`src/verilog/swfd_cfg.svh`:
```
// Purpose: Constants of the single-wire frame decoder: frame layout, codes, timing.
// Assumes: Bit-period ticks come from the symbol layer on the same clock.
// Notes:   Definitions only.
`ifndef SWFD_CFG_SVH
`define SWFD_CFG_SVH

// ****************************************************************
// Instruction frame layout, bit 0 arrives first.
// ****************************************************************
`define SWFD_FRAME_BITS 5'h10
`define SWFD_CS_POS     0
`define SWFD_OP_LSB     1
`define SWFD_BANK_LSB   3
`define SWFD_ADDR_LSB   5
`define SWFD_CNT_LSB    13
`define SWFD_BYTE_BITS  4'h8

// ****************************************************************
// Operation and bank codes and the chip-address bit.
// ****************************************************************
`define SWFD_OP_WRITE   2'h0
`define SWFD_OP_READ    2'h1
`define SWFD_OP_READCRC 2'h2
`define SWFD_OP_SLEEP   2'h3
`define SWFD_BANK_OTP   2'h0
`define SWFD_BANK_CTRL  2'h1
`define SWFD_BANK_AUTH  2'h2
`define SWFD_BANK_TEST  2'h3
`define SWFD_CHIP_ADDR_BIT 6

// ****************************************************************
// Timing in bit periods and the check-byte generator.
// ****************************************************************
`define SWFD_DEVICE_TURNAROUND 2'h1
`define SWFD_DEVICE_FRAME_GAP  2'h1
`define SWFD_CRC_POLY_REV  8'h8C
`define SWFD_CRC_INIT      8'h00

`endif

```
`src/verilog/swfd_pkg.sv`:
```
// Purpose: Types shared by the single-wire frame decoder.
// Assumes: Field widths are those of the 16-bit instruction frame.
// Notes:   Constants live in swfd_cfg.svh.
`default_nettype none
package swfd_pkg;

    // ****************************************************************
    // Types.
    // ****************************************************************
    typedef enum logic [2:0] {
        ST_IDLE, ST_WDATA, ST_GAP, ST_FETCH, ST_CAP, ST_SEND
    } swfd_state_t;

    typedef struct packed {
        logic [2:0] cnt;
        logic [7:0] addr;
        logic [1:0] bank;
        logic [1:0] op;
        logic       cs;
    } swfd_instr_t;

    typedef struct packed {
        logic       we;
        logic       re;
        logic [1:0] bank;
        logic [7:0] addr;
        logic [7:0] wdata;
    } swfd_mem_t;

    typedef struct packed {
        swfd_state_t st;
        logic [15:0] sh;
        logic [4:0]  cnt;
        logic [1:0]  op;
        logic [4:0]  left;
        logic [7:0]  crc;
        logic        crcPhase;
        logic [1:0]  gap;
        logic        mute;
        logic        sleep;
        logic        err;
        swfd_mem_t   mem;
    } swfd_regs_t;

endpackage
`default_nettype wire

```
`src/verilog/swfd_frame_decoder.sv`:
```
// Purpose: Slave transaction logic of a single-wire pulse-coded bus.
// Assumes: A symbol layer on clk delivers bits, breaks and bit ticks.
// Notes:   Memory reads are combinational while mem.re is high.
//
// What this block does
// - Each transaction opens with a sixteen-bit instruction frame from the host.
// - Chip-select mismatch ignores the frame and all later frames until a break.
// - Chip address comes from configuration byte bit 6, factory zero.
// - Two-bit operation field selects the transaction after the frame.
// - 00 write, 01 read, 10 read with check byte, 11 sleep at once.
// - Bank: 00 OTP, 01 control/status, 10 authentication, 11 test.
// - Test bank access outside factory test mode raises a bus error.
// - Byte count counts data bytes only, never the check byte.
// - Byte counts 0, 3, 5 and 6 are invalid and raise a bus error, except in a sleep frame.
// - Count 1 means one byte, register banks only.
// - Count 7 means sixteen bytes, OTP read before lock only.
// - Device waits one bit period before replying and between bytes.
// - Only operation 10 appends an 8-bit check over the read data.
// - Check generator is one plus x^4, x^5 and x^8.
// - Check register clears before each calculation, absorbs each sent data bit.
// - Final check register is sent after the data, LSB first.
// - All frames are serialised least significant bit first.
`timescale 1ns/1ps
`default_nettype none
`include "swfd_cfg.svh"

module swfd_frame_decoder
    import swfd_pkg::*;
(
    input  wire logic       clk,
    input  wire logic       nrst,
    input  wire logic       en,
    input  wire logic       bitTick,
    input  wire logic       rxValid,
    input  wire logic       rxBit,
    input  wire logic       rxBreak,
    input  wire logic       txReady,
    input  wire logic [7:0] cfgByte,
    input  wire logic       testMode,
    input  wire logic       otpLocked,
    input  wire logic [7:0] rdData,
    output var  swfd_mem_t  mem,
    output logic            txValid,
    output logic            txBit,
    output logic            sleepReq,
    output logic            busErr
);

    // ****************************************************************
    // Decoding helpers.
    // ****************************************************************

    // Splits a received frame into its fields, bit 0 first on the wire.
    function automatic swfd_instr_t split(input logic [15:0] f);
        swfd_instr_t i;
        i.cs   = f[`SWFD_CS_POS];
        i.op   = f[`SWFD_OP_LSB +: 2];
        i.bank = f[`SWFD_BANK_LSB +: 2];
        i.addr = f[`SWFD_ADDR_LSB +: 8];
        i.cnt  = f[`SWFD_CNT_LSB +: 3];
        return i;
    endfunction

    // Maps a byte-count code to bytes; invalid codes give zero.
    function automatic logic [4:0] bytesOf(input logic [2:0] c);
        logic [4:0] n;
        n = 5'h00;
        // Only the four legal codes map to a byte count; every other code is zero.
        unique case (c)
            3'h1: n = 5'h01;
            3'h2: n = 5'h02;
            3'h4: n = 5'h04;
            3'h7: n = 5'h10;
            default: n = 5'h00;
        endcase
        return n;
    endfunction

    // True when the instruction may not run; sleep needs no count.
    function automatic logic badInstr(input swfd_instr_t i, input logic tm,
                                      input logic lk);
        logic bad;
        logic rd;
        rd  = (i.op == `SWFD_OP_READ) || (i.op == `SWFD_OP_READCRC);
        bad = (bytesOf(i.cnt) == 5'h00);
        if (i.bank == `SWFD_BANK_TEST && !tm) begin
            bad = 1'b1;
        end
        if (i.cnt == 3'h1 && i.bank == `SWFD_BANK_OTP) begin
            bad = 1'b1;
        end
        if (i.cnt == 3'h7 && !(rd && i.bank == `SWFD_BANK_OTP && !lk)) begin
            bad = 1'b1;
        end
        // Sleep stops at once, so its count and bank fields carry no meaning.
        if (i.op == `SWFD_OP_SLEEP) begin
            bad = 1'b0;
        end
        return bad;
    endfunction

    // ****************************************************************
    // State.
    // ****************************************************************
    swfd_regs_t  s_q;
    swfd_regs_t  s_d;
    swfd_instr_t ins;
    logic [7:0]  crcNext;
    logic        txFire;
    logic        chipAddr;

    // The chip address is read live so a reprogrammed value takes effect.
    assign chipAddr = cfgByte[`SWFD_CHIP_ADDR_BIT];
    // The split sees the bit arriving now, so the sixteenth bit is decided on
    // its own edge and no extra cycle is spent on decoding.
    assign ins      = split({rxBit, s_q.sh[15:1]});
    assign txFire   = (s_q.st == ST_SEND) && txReady;

    // One step of the reflected check register for the bit leaving now.
    // The reflected form lets bits enter LSB first with no reordering.
    assign crcNext = s_q.crc[0] ^ s_q.sh[0] ?
                     (s_q.crc >> 1) ^ `SWFD_CRC_POLY_REV :
                     (s_q.crc >> 1);

    // ****************************************************************
    // Next-state logic.
    // ****************************************************************

    // A read walks GAP, FETCH, CAP and SEND once for every byte. GAP waits
    // for one bit tick, which is the device turnaround before the first byte
    // and the device frame gap before each later one. FETCH raises the read
    // strobe, CAP loads the byte that the memory shows while the strobe
    // stands, and SEND gives out one bit per accepted offer.
    // The check byte reuses GAP and SEND with crcPhase set, so it needs no
    // sender of its own and always follows the last data byte.
    //
    // A write stays in WDATA until the last byte has landed. Every eighth
    // bit raises the write strobe for one cycle with the byte taken from the
    // top of the shift register.
    //
    // Ignored frames are handled by the mute flag: the bit counter stands
    // still while it is set, so only a break brings framing back. The cost
    // is that a host which lost count of its bits must send a break before
    // it can talk to this device again.
    //
    // Single process keeps all transitions and pulses in one place.
    always_comb begin
        s_d        = s_q;
        s_d.sleep  = 1'b0;
        s_d.err    = 1'b0;
        s_d.mem.we = 1'b0;
        s_d.mem.re = 1'b0;
        // Address steps only after the access that used it.
        // This keeps mem.addr steady while a strobe stands.
        if (s_q.mem.we || s_q.mem.re) begin
            s_d.mem.addr = s_q.mem.addr + 8'h01;
        end
        unique case (s_q.st)
            // Collect instruction bits; the sixteenth decides what follows.
            ST_IDLE: begin
                if (rxValid && !s_q.mute) begin
                    s_d.sh  = {rxBit, s_q.sh[15:1]};
                    s_d.cnt = s_q.cnt + 5'h01;
                    if (s_q.cnt == `SWFD_FRAME_BITS - 5'h01) begin
                        s_d.cnt      = 5'h00;
                        s_d.op       = ins.op;
                        s_d.mem.bank = ins.bank;
                        s_d.mem.addr = ins.addr;
                        s_d.left     = bytesOf(ins.cnt);
                        s_d.crc      = `SWFD_CRC_INIT;
                        s_d.crcPhase = 1'b0;
                        if (ins.cs != chipAddr) begin
                            s_d.mute = 1'b1;
                        end else if (badInstr(ins, testMode, otpLocked)) begin
                            s_d.err  = 1'b1;
                            s_d.mute = 1'b1;
                        end else begin
                            unique case (ins.op)
                                `SWFD_OP_WRITE: s_d.st = ST_WDATA;
                                `SWFD_OP_SLEEP: begin
                                    s_d.sleep = 1'b1;
                                    s_d.mute  = 1'b1;
                                end
                                default: begin
                                    s_d.st  = ST_GAP;
                                    s_d.gap = `SWFD_DEVICE_TURNAROUND;
                                end
                            endcase
                        end
                    end
                end
            end
            // Write bytes arrive as plain data bits after the frame.
            ST_WDATA: begin
                if (rxValid) begin
                    s_d.sh  = {rxBit, s_q.sh[15:1]};
                    s_d.cnt = s_q.cnt + 5'h01;
                    if (s_q.cnt[3:0] == `SWFD_BYTE_BITS - 4'h1) begin
                        s_d.cnt       = 5'h00;
                        s_d.mem.we    = 1'b1;
                        s_d.mem.wdata = {rxBit, s_q.sh[15:9]};
                        s_d.left      = s_q.left - 5'h01;
                        if (s_q.left == 5'h01) begin
                            s_d.st = ST_IDLE;
                        end
                    end
                end
            end
            // Turnaround and inter-byte gap both count bit ticks here.
            ST_GAP: begin
                if (bitTick) begin
                    s_d.gap = s_q.gap - 2'h1;
                    if (s_q.gap == 2'h1) begin
                        s_d.st = s_q.crcPhase ? ST_SEND : ST_FETCH;
                    end
                end
            end
            // One cycle to raise the read strobe.
            ST_FETCH: begin
                s_d.mem.re = 1'b1;
                s_d.st     = ST_CAP;
            end
            // The memory answers while the strobe stands, so the byte is taken
            // here and not one cycle later.
            ST_CAP: begin
                s_d.sh  = {8'h00, rdData};
                s_d.cnt = 5'h00;
                s_d.st  = ST_SEND;
            end
            // One bit leaves per accepted offer. The check absorbs data bits
            // only, never the bits of the check byte itself.
            ST_SEND: begin
                if (txFire) begin
                    s_d.sh  = {1'b0, s_q.sh[15:1]};
                    s_d.cnt = s_q.cnt + 5'h01;
                    if (!s_q.crcPhase) begin
                        s_d.crc = crcNext;
                    end
                    if (s_q.cnt[3:0] == `SWFD_BYTE_BITS - 4'h1) begin
                        s_d.cnt  = 5'h00;
                        s_d.gap  = `SWFD_DEVICE_FRAME_GAP;
                        s_d.left = s_q.crcPhase ? s_q.left : s_q.left - 5'h01;
                        if (s_q.crcPhase) begin
                            s_d.st = ST_IDLE;
                        end else if (s_q.left != 5'h01) begin
                            s_d.st = ST_GAP;
                        end else if (s_q.op == `SWFD_OP_READCRC) begin
                            s_d.st       = ST_GAP;
                            s_d.crcPhase = 1'b1;
                            s_d.sh       = {8'h00, crcNext};
                        end else begin
                            s_d.st = ST_IDLE;
                        end
                    end
                end
            end
        endcase
        // A break restarts framing from any state and lifts the mute.
        // It comes last so that it wins over any transition of the same cycle.
        if (rxBreak) begin
            s_d.st       = ST_IDLE;
            s_d.cnt      = 5'h00;
            s_d.mute     = 1'b0;
            s_d.mem.we   = 1'b0;
            s_d.mem.re   = 1'b0;
            s_d.crcPhase = 1'b0;
        end
    end

    // ****************************************************************
    // Registers and outputs.
    // ****************************************************************

    // Clock enable freezes everything, pulses included.
    // The far side must hold its offers while en is low, as a frozen cycle
    // takes no bit and gives none.
    // An all-zero reset leaves the machine idle and unmuted.
    always_ff @(posedge clk or negedge nrst) begin
        if (!nrst) begin
            s_q <= '0;
        end else if (en) begin
            s_q <= s_d;
        end
    end

    // Handshake is decoded from state; data comes from flops.
    // txValid is combinational so the encoder sees a new byte without delay.
    assign txValid  = (s_q.st == ST_SEND);
    assign txBit    = s_q.sh[0];
    assign mem      = s_q.mem;
    assign sleepReq = s_q.sleep;
    assign busErr   = s_q.err;

endmodule
`default_nettype wire

```
`config.mk`:
```
export PLATFORM = sky130hd
export DESIGN_NAME = swfd_frame_decoder
export DESIGN_NICKNAME = d
export VERILOG_FILES = /design/src/verilog/swfd_pkg.sv /design/src/verilog/swfd_frame_decoder.sv
export VERILOG_INCLUDE_DIRS = /design/src /design/src/verilog
export SDC_FILE = /design/constraint.sdc
export NUM_CORES = 1
export LEC_CHECK = 0
export BUFFER_PORTS_ARGS = -buffer_cell sky130_fd_sc_hd__clkbuf_2
export CAP_MARGIN = 20
export CORE_MARGIN = 2
export CORE_UTILIZATION = 54
export CTS_BUF_LIST = sky130_fd_sc_hd__clkbuf_4
export DETAILED_ROUTE_END_ITERATION = 7
export PLACE_DENSITY = 0.85
export SYNTH_ARGS = -nofsm -noshare
export SYNTH_HDL_FRONTEND = slang
export SYNTH_SLANG_ARGS = --single-unit
```
`constraint.sdc`:
```
create_clock -name clk -period 2 [get_ports clk]
set_input_delay 0.5 -clock clk [delete_from_list [all_inputs] [get_ports clk]]
set_output_delay 0.5 -clock clk [all_outputs]
set_load 0.05 [all_outputs]
```
Word-level counts from Yosys, hierarchy flattened
Index checks and enable logic that the tools add are counted.

Bits in registers: 65. Bits of input ports: 26. Output and inout port bits: 24. Word-level logic and storage cells: 177.

Add/sub/neg operators: 4. Eq/ne operators: 43. Muxes and demuxes: 74. Bitwise logic cells: 2. Reduce and logical (&&, ||, !) cells: 38.

Operator list (count): case mux 21 bit (4 select lines) (1); 2-to-1 mux 24 bit (3); 2-to-1 mux 5 bit (10); 2-to-1 mux 8 bit (6); 2-to-1 mux 15 bit (3); 2-to-1 mux 45 bit (1); 2-to-1 mux 3 bit (11); != test 3 bit (second input constant) (10); 2-to-1 mux 26 bit (1); 2-to-1 mux 1 bit (21); 2-to-1 mux 2 bit (10); case mux 5 bit (4 select lines) (1); != test 2 bit (second input constant) (9); case mux 3 bit (6 select lines) (1); case mux 9 bit (2 select lines) (1); 2-to-1 mux 16 bit (1); case mux 5 bit (3 select lines) (1); AND reduction 5 bit (3); AND reduction 13 bit (1); equality test 3 bit (second input constant) (4); AND reduction 6 bit (2); AND reduction 10 bit (1); equality test 3 x 2 -> 1 bit (second input constant) (3); AND reduction 9 bit (1); 30 further kinds (55).

Depth between registers and ports, before layout
Gate-level depths: netlist of run 1.

Depth after elaboration: 21. Mapped depth: 10. Gate-level depth less buffers: 9.

Least setup slack after synthesis of run 1
Ideal clock, no wire load.

Path kind: reg-to-reg. Start point: reg s_q[63] in the netlist's numbering. End point: reg s_q[28] in the netlist's numbering. Arrival: 2116 ps. Path slack: -241 ps. Stages on the path, launching flop included: 7. Path through: dfrtp_1 buf_2 nand3b_1 clkinv_1 a32oi_1 nor2_1 mux2_2.

Word-level cells in the longest chain between the ends: 4. Elaborated cells on any way between the ends: 10. Those cells by class: eq/ne: 5; mux: 1; reduce/logical: 4.

RTL lines: start, declared (RTL line swfd_frame_decoder.sv:105) `swfd_regs_t s_q;`; start signal, assigned (RTL line swfd_frame_decoder.sv:280) `s_q <= '0;`; start signal, assigned (RTL line swfd_frame_decoder.sv:282) `s_q <= s_d;`; equality test 3 bit (*); net txValid (RTL line swfd_frame_decoder.sv:43) `output logic txValid,`; logical AND 1 bit (RTL line swfd_frame_decoder.sv:117) `assign txFire = (s_q.st == ST_SEND) && txReady;`; != test 2 x 1 -> 1 bit (no source line); AND reduction 6 bit (no source line).

Mark *: on every way through the listed nets, which the timed path passes. The rest lies on a longest branch. A chain may end at the register's enable or synchronous reset.

Worst setup path in the final report of run 1
Start point: reg s_q[35] in the netlist's numbering. End point: reg s_q, in the netlist ins[11].

Word-level cells in the longest chain between the ends: 6.

RTL lines: != test 5 x 1 -> 1 bit (RTL line swfd_frame_decoder.sv:245) `end else if (s_q.left != 5'h01) begin`; 2-to-1 mux 15 bit (RTL line swfd_frame_decoder.sv:245); 2-to-1 mux 15 bit (RTL line swfd_frame_decoder.sv:243) `if (s_q.crcPhase) begin`; 2-to-1 mux 24 bit (RTL line swfd_frame_decoder.sv:239) `` if (s_q.cnt[3:0] == `SWFD_BYTE_BITS - 4'h1) begin ``; 2-to-1 mux 24 bit (RTL line swfd_frame_decoder.sv:233) `if (txFire) begin`; case mux 21 bit (4 select lines) (RTL line swfd_frame_decoder.sv:158) `unique case (s_q.st)`.

No other way between the ends. The select of a mux whose other input is x is not followed.

==> summary.txt, run 1 <==
Yosys top cell area share -> 0.4286
Layout area overhead -> 31.22%
Area after DPL -> 0.004447 mm^2
Layout cell share with drive strength beyond 1 -> 0.3916
#FFs+latches synth -> 65
DRT antenna net count -> 0
Final hold violations -> 0
Initial DRT Pass Iterations -> 8
Slew @ Worst Pin -> 0.4859 ns
Crit share post-route -> 1.145
Violated checks -> DRC, setup timing
Min Tclk post-route -> 2.290 ns
Clk Latency, worst-skew pair -> 0.43 ns
Die Wd -> 87.83 um
Vias per cell -> 6.355
Hold Path Cell Cnt -> 3
Initial antenna violation count -> 0
WL/cell -> 19.14 um
N_diodes -> 0
CP Launch Type -> flop
Post-Layout Cell Count -> 617
R2R depth -> 8
Static Leak -> 2.313 nW
# setup viols final -> 33
CTS sink count -> 65
DR vias -> 3921
Primary FF master, synth -> dfrtp_1
Synthesized area -> 0.003795 mm^2
VDD IR max -> 0.8718 mV
Cell count after placement -> 587
Routed wire length -> 11.81 mm
Post-route DRC -> 7
Global-route wire length before repair -> 16.53 mm
Reg2reg end -> ins[11]
Synth Instances -> 426
Max Cap Viol -> 0
Post-synth top cells -> dfrtp_1, nand2_1, o21ai_0, nor2_1
Synth warnings -> 0
Fill cells -> 454
Most frequent cell after synthesis -> dfrtp_1
RSZ-0062 raised after global routing -> true
Worst Hold Endpoint -> ins[6]
CP Capture Type -> flop
Top post-synthesis cells by area -> dfrtp_1, nand2_1, o21ai_0
Post-synth net total -> 461
H-Tree Depth -> 3
Max-slew headroom -> 0.6748
Root Buffer Master -> clkbuf_4
Outcome -> complete, but fails checks
Synth Area per Inst -> 8.908 um^2
Total die area -> 0.007714 mm^2
Vias in the first global route -> 3483
PnR worst setup slack -> -0.2900 ns
F_max -> 436.7 MHz
R2R Setup Slk -> -0.29 ns
Cts bufs inserted -> 9
Async set-or-reset flop fraction in the synthesized netlist -> 1.000
Largest net degree at the start of global routing -> 37
Sequential fraction of the synthesis area -> 0.4286
Ports -> 50
PD cells -> 1205 mW/mm^2
Routability cong. -> 0.9235
FP Rows -> 30
Final-stage net count -> 551
Clock slew at reported path FFs -> 0.12 ns
HPWL after DPL -> 7.360 mm
Initial Util -> 0.5586
Crit Path Class -> flop to flop
Initial DRC Count -> 505
Start point of the worst hold path -> rdData[7]
CTS tree -> built
Final Skew -> 0.01225 ns
Clock tree buffer depth -> 2
Die H -> 87.83 um
Yosys cell types -> 62
Remaining global-route overflow -> 0
Post-synth EDFFs -> 0
Leading area contributor after synthesis -> dfrtp_1
Tot GR Track Use -> 0.2785
Hold WC Path Type -> primary input to flop
Final slew viol count -> 0
Critical path required time -> 2.30 ns
Reg-to-Reg Start -> s_q[35]
Post-layout instance area -> 0.004980 mm^2
Final design utilization -> 0.7330
CP max FO -> 7
CP arrival -> 2.59 ns
Port Buffers -> 42
Core area -> 0.006794 mm^2
## worst max path at each step
stage               startpoint       to  slack, ns  cells past startpoint
detailed placement     s_q[35]  s_q[63]      -0.19                      8
floorplan              s_q[35]   ins[1]      -0.07                      8
global route           s_q[35]  s_q[64]      -0.29                      8
CTS                    s_q[35]  s_q[63]      -0.14                      8
global placement       s_q[35]  s_q[64]      -0.16                      8
finish                 s_q[35]  ins[11]      -0.29                      8
## report_power, final
group	leakage, nW	internal (mW)	switching (mW)	total [mW]
Clock	0.0675	0.300	0.506	0.806
Sequential	0.857	1.61	0.338	1.95
Combinational	1.39	1.36	1.88	3.24
Total	2.31	3.27	2.73	6.00
## logic make-up after synthesis
family                   share of synthesized area
AND/OR/NAND/NOR                             0.1968
AO/OA/AOI/OAI                               0.2193
flip-flops                                  0.4286
buffers and inverters                      0.07912
multiplexers                               0.03495
adder cells (fa/ha/maj)                    0.02967
XOR/XNOR                                   0.01154
## cell usage in the layout, fill, tap and decap left out, types with 4 or more instances in the layout
cell type  synthesis  layout
nand2b_1           8       8
o21ai_1            1      15
buf_6              0      12
nor2b_1            6       5
nor3_1             8       6
a31oi_1            7       7
a221oi_1           7       6
o22ai_1            7       7
nand3_1           14      11
a21oi_2            0       5
nand2_1           56      39
clkbuf_2           0      41
nand2_4            0       5
dfrtp_1           65      65
clkbuf_4           0      13
nand3b_1           5       5
inv_1             18      16
mux2_2            10      10
o21ai_2            0       4
a21oi_1           21      16
o21ai_0           39      21
nor2_2             0       4
nand2_2            0      12
buf_4             21      59
ha_1               9       7
nor2_1            26      21
## flip-flops by register name (all words and copies together) (netlist names)
register	flops
ins	15
txBit	1
sleepReq	1
busErr	1
mem	20
s_q	27
## area by class of cell
type,instances,area (um^2),area share
clock buffer,12,90.09,0.01809
timing repair buffer,118,885.9,0.1779
multi-input combinational,303,2155,0.4327
sequential,65,1627,0.3266
tap,96,120.1,0.02412
inverter,19,72.57,0.01457
clock inverter,4,30.03,0.006030
## through the flow
step	hold WS [ns]	power, mW	setup slack, ns	setup TNS, ns
final	0.3775	5.999	-0.2900	-4.756
after global routing	0.3785	6.312	-0.2852	-6.245
after CTS	0.3589	5.480	-0.1444	-2.337
after detailed placement	0.4299	4.590	-0.1931	-3.630
after global placement	0.4341	4.496	-0.1616	-2.312
after floorplan	0.2044	3.619	-0.06638	-0.7353
## critical path, stage by stage, from the launching register on
cell and delay [ns]:
dfrtp_1 0.41, inv_2 0.06, ha_1 0.12, or4b_4 0.49, or4_4 0.48, a21o_4 0.25
clkbuf_16 0.17, nand2_2 0.08, o21ai_1 0.09
## per-layer routing
layer	GRT usage	wire, um
met2	0.4614	5714
met3	0.06880	891
met5	0	0
met4	0.08531	539
met1	0.3620	4665
## timing repair
action / CTS / global route
hold buffers: 1 / 0
hold endpoints to repair: 11 / 0
pin swaps: 7 / 15
gates cloned: 1 / 1
setup endpoints to repair: 41 / 47
gates resized for setup: 25 / 61
buffers inserted: 4 / 7
Power figures use the tool's default switching activity.
==> run 2: changes to the inputs <==
--- a/config.mk
+++ b/config.mk
@@ -9,10 +9,10 @@
 export BUFFER_PORTS_ARGS = -buffer_cell sky130_fd_sc_hd__clkbuf_2
 export CAP_MARGIN = 20
 export CORE_MARGIN = 2
-export CORE_UTILIZATION = 54
+export CORE_UTILIZATION = 45
 export CTS_BUF_LIST = sky130_fd_sc_hd__clkbuf_4
 export DETAILED_ROUTE_END_ITERATION = 7
-export PLACE_DENSITY = 0.85
+export PLACE_DENSITY = 0.74
 export SYNTH_ARGS = -nofsm -noshare
 export SYNTH_HDL_FRONTEND = slang
 export SYNTH_SLANG_ARGS = --single-unit
==> run 2 against run 1 <==
  * The run ends with setup timing left
  * Global-route usage shrank 3.0 points
  * Routed wire length decreased by 5.2%
  * Worst setup slack improved by 0.13 ns
  * Cell area up 5.5%
  * Via count decreased by 5.4%
  * Sequential power is 2% lower
  * Critical endpoint is now ins[6]
  * Largest cell class unchanged
==> summary.txt, run 2 (synthesized netlist as in run 1, its figures left out) <==
FP Rows -> 33 (+10%)
Initial DRC Count -> 272 (-46%)
Total die area -> 0.009183 mm^2 (+19%)
CP Launch Type -> flop
Hold WC Path Type -> primary input to async pin
Max-slew headroom -> 0.6165 (-0.05838)
CP Capture Type -> flop
Psw -> 2.701 mW (-0.96%)
Min Tclk post-route -> 2.160 ns (-0.1298 ns)
Largest net degree at the start of global routing -> 27 (-27%)
Pint -> 3.605 mW (+10%)
CTS tree -> built
Crit share post-route -> 1.080 (-0.06489)
Tot GR Track Use -> 0.2485 (-0.03001)
Area after DPL -> 0.004546 mm^2 (+2.2%)
Max Cap Viol -> 0 (unchanged)
H-Tree Depth -> 3 (unchanged)
Remaining global-route overflow -> 0 (unchanged)
Global-route wire length before repair -> 17.40 mm (+5.3%)
Initial antenna violation count -> 0 (unchanged)
F_max -> 462.9 MHz (+6.0%)
HPWL after DPL -> 7.634 mm (+3.7%)
Crit-path slowest cell -> or4b_4
Cts bufs inserted -> 9 (unchanged)
Layout area overhead -> 38.38%
CTS sink count -> 65 (unchanged)
# setup viols final -> 40 (+21%)
VDD IR max -> 0.5868 mV (-33%)
Final slew viol count -> 0 (unchanged)
Final Skew -> 0.02450 ns (+0.01225 ns)
Hold_buf cts -> 0 (-1)
Die Wd -> 95.83 um (+9.1%)
DRT antenna net count -> 0 (unchanged)
CP arrival -> 2.49 ns (-0.10 ns)
Outcome -> complete, but fails checks
N_diodes -> 0 (unchanged)
Switching part of the total -> 0.4283 (-0.02624)
Routed wire length -> 11.20 mm (-5.2%)
CP max FO -> 15 (+8)
Critical path, cell by cell -> inv_2, ha_1, or4b_4, or4_4, a21o_1, buf_12, nand2_1, a31oi_1
Clock slew at reported path FFs -> 0.14 ns (+0.02 ns)
Slew @ Worst Pin -> 0.5732 ns (+0.08725 ns)
Commonest non-fill, non-tap cell in the layout -> buf_4
Routability cong. -> 0.9433 (+2.1%)
Biggest register -> s_q
PD cells -> 1201 mW/mm^2 (-0.32%)
Clk Latency, worst-skew pair -> 0.45 ns (+0.02 ns)
Post-layout instance area -> 0.005251 mm^2 (+5.5%)
Critical path required time -> 2.33 ns (+0.03 ns)
Port Buffers -> 42 (unchanged)
Worst path bufs/invs -> 2 (unchanged)
Critical Path Max Stage Delay -> 0.49 ns (about the same)
Tot Pwr -> 6.306 mW (+5.1%)
Register share of total power -> 0.302 (-0.023)
Vias in the first global route -> 3518 (+1.0%)
Violated checks -> setup timing
Post-route DRC -> 0 (-7)
Largest delay contributor family on the critical path -> simple AND/OR/NAND/NOR gates
Max FFs per register -> 27 (unchanged)
Post-Layout Cell Count -> 643 (+4.2%)
Crit Path Class -> flop to flop
Layout cell share with drive strength beyond 1 -> 0.4015 (+0.009932)
Setup TNS -> -3.350 ns (+1.406 ns)
RSZ-0062 raised after global routing -> true
Final-stage net count -> 568 (+3.1%)
Final hold violations -> 0 (unchanged)
Initial Util -> 0.4642 (-0.09438)
PnR worst setup slack -> -0.1602 ns (+0.1298 ns)
Die H -> 95.83 um (+9.1%)
Ports -> 50 (unchanged)
Vias per cell -> 5.768 (-9.2%)
Comb pwr share -> 0.525 (-0.016)
Initial DRT Pass Iterations -> 5 (-3)
Clock tree buffer depth -> 2 (unchanged)
Fill cells -> 668 (+47%)
Cell count after placement -> 606 (+3.2%)
Pre-CTS setup slack -> -0.2101 ns (-0.01698 ns)
Core area -> 0.008175 mm^2 (+20%)
Static Leak -> 2.422 nW (+4.7%)
Clock power frac -> 0.173 (+0.039)
Root Buffer Master -> clkbuf_4
DR vias -> 3709 (-5.4%)
Commonest non-fill, non-tap cells in the layout -> buf_4, dfrtp_1, nand2_1
WL/cell -> 17.42 um (-9.0%)
[run 2: layout make-up]
| cell class | count | area, um^2 | share of cell area |
|---|---|---|---|
| inverter | 19 | 76.32 | 0.01453 |
| clock inverter | 7 | 101.3 | 0.01930 |
| clock buffer | 9 | 67.56 | 0.01287 |
| tap | 105 | 131.4 | 0.02502 |
| sequential | 65 | 1627 | 0.3097 |
| timing repair buffer | 135 | 1059 | 0.2016 |
| multi-input combinational | 303 | 2190 | 0.4170 |
[run 2: power groups by stage]
| stage | registers, mW | logic [mW] | clock network [mW] |
|---|---|---|---|
| after global routing | 1.95 | 3.58 | 1.15 |
| after detailed placement | 1.91 | 2.80 | 0 |
| after CTS | 1.89 | 2.93 | 1.09 |
| after floorplan | 1.89 | 1.73 | 0 |
| after global placement | 1.89 | 2.75 | 0 |
| final | 1.91 | 3.31 | 1.09 |
[run 2: per-stage QoR]
| stage | hold WS [ns] | util |
|---|---|---|
| global route | 0.03842 | 0.6423 |
| CTS | 0.03621 | 0.5987 |
| floorplan | 0.2044 | - |
| finish | 0.01222 | 0.6423 |
| detailed placement | 0.4629 | 0.5560 |
| global placement | 0.4520 | 0.5560 |
[run 2: per-layer routing]
layer  wire length [um]  track usage  vias to the layer above
li1                   -            -                     1750
met1               4964       0.3446                     1822
met2               5518       0.3980                      120
met3                551      0.03446                       17
met4                166      0.09048                        0
met5                  0            0                        -
[run 2: what timing repair did]
item	in CTS	in global routing
cloned	2	0
hold endpoints to repair	0	0
gates resized for setup	28	66
buffers inserted	6	14
pin swaps	10	27
endpoints found under the setup margin	41	55
[run 2: path summary, 6_finish.rpt]
path | slack, ns | cells after the start | start | endpoint
worst max-delay path | -0.16 | 8 | s_q[35] | ins[6]
worst min-delay path | 0.01 | 1 | nrst | sleepReq
worst max register to register | -0.16 | 8 | s_q[35] | ins[6]
worst min register to register | 0.49 | 2 | s_q[39] | s_q[39]
max in group asynchronous | 1.43 | 2 | nrst | s_q[24]
min in group clk | 0.32 | 2 | en | s_q[22]
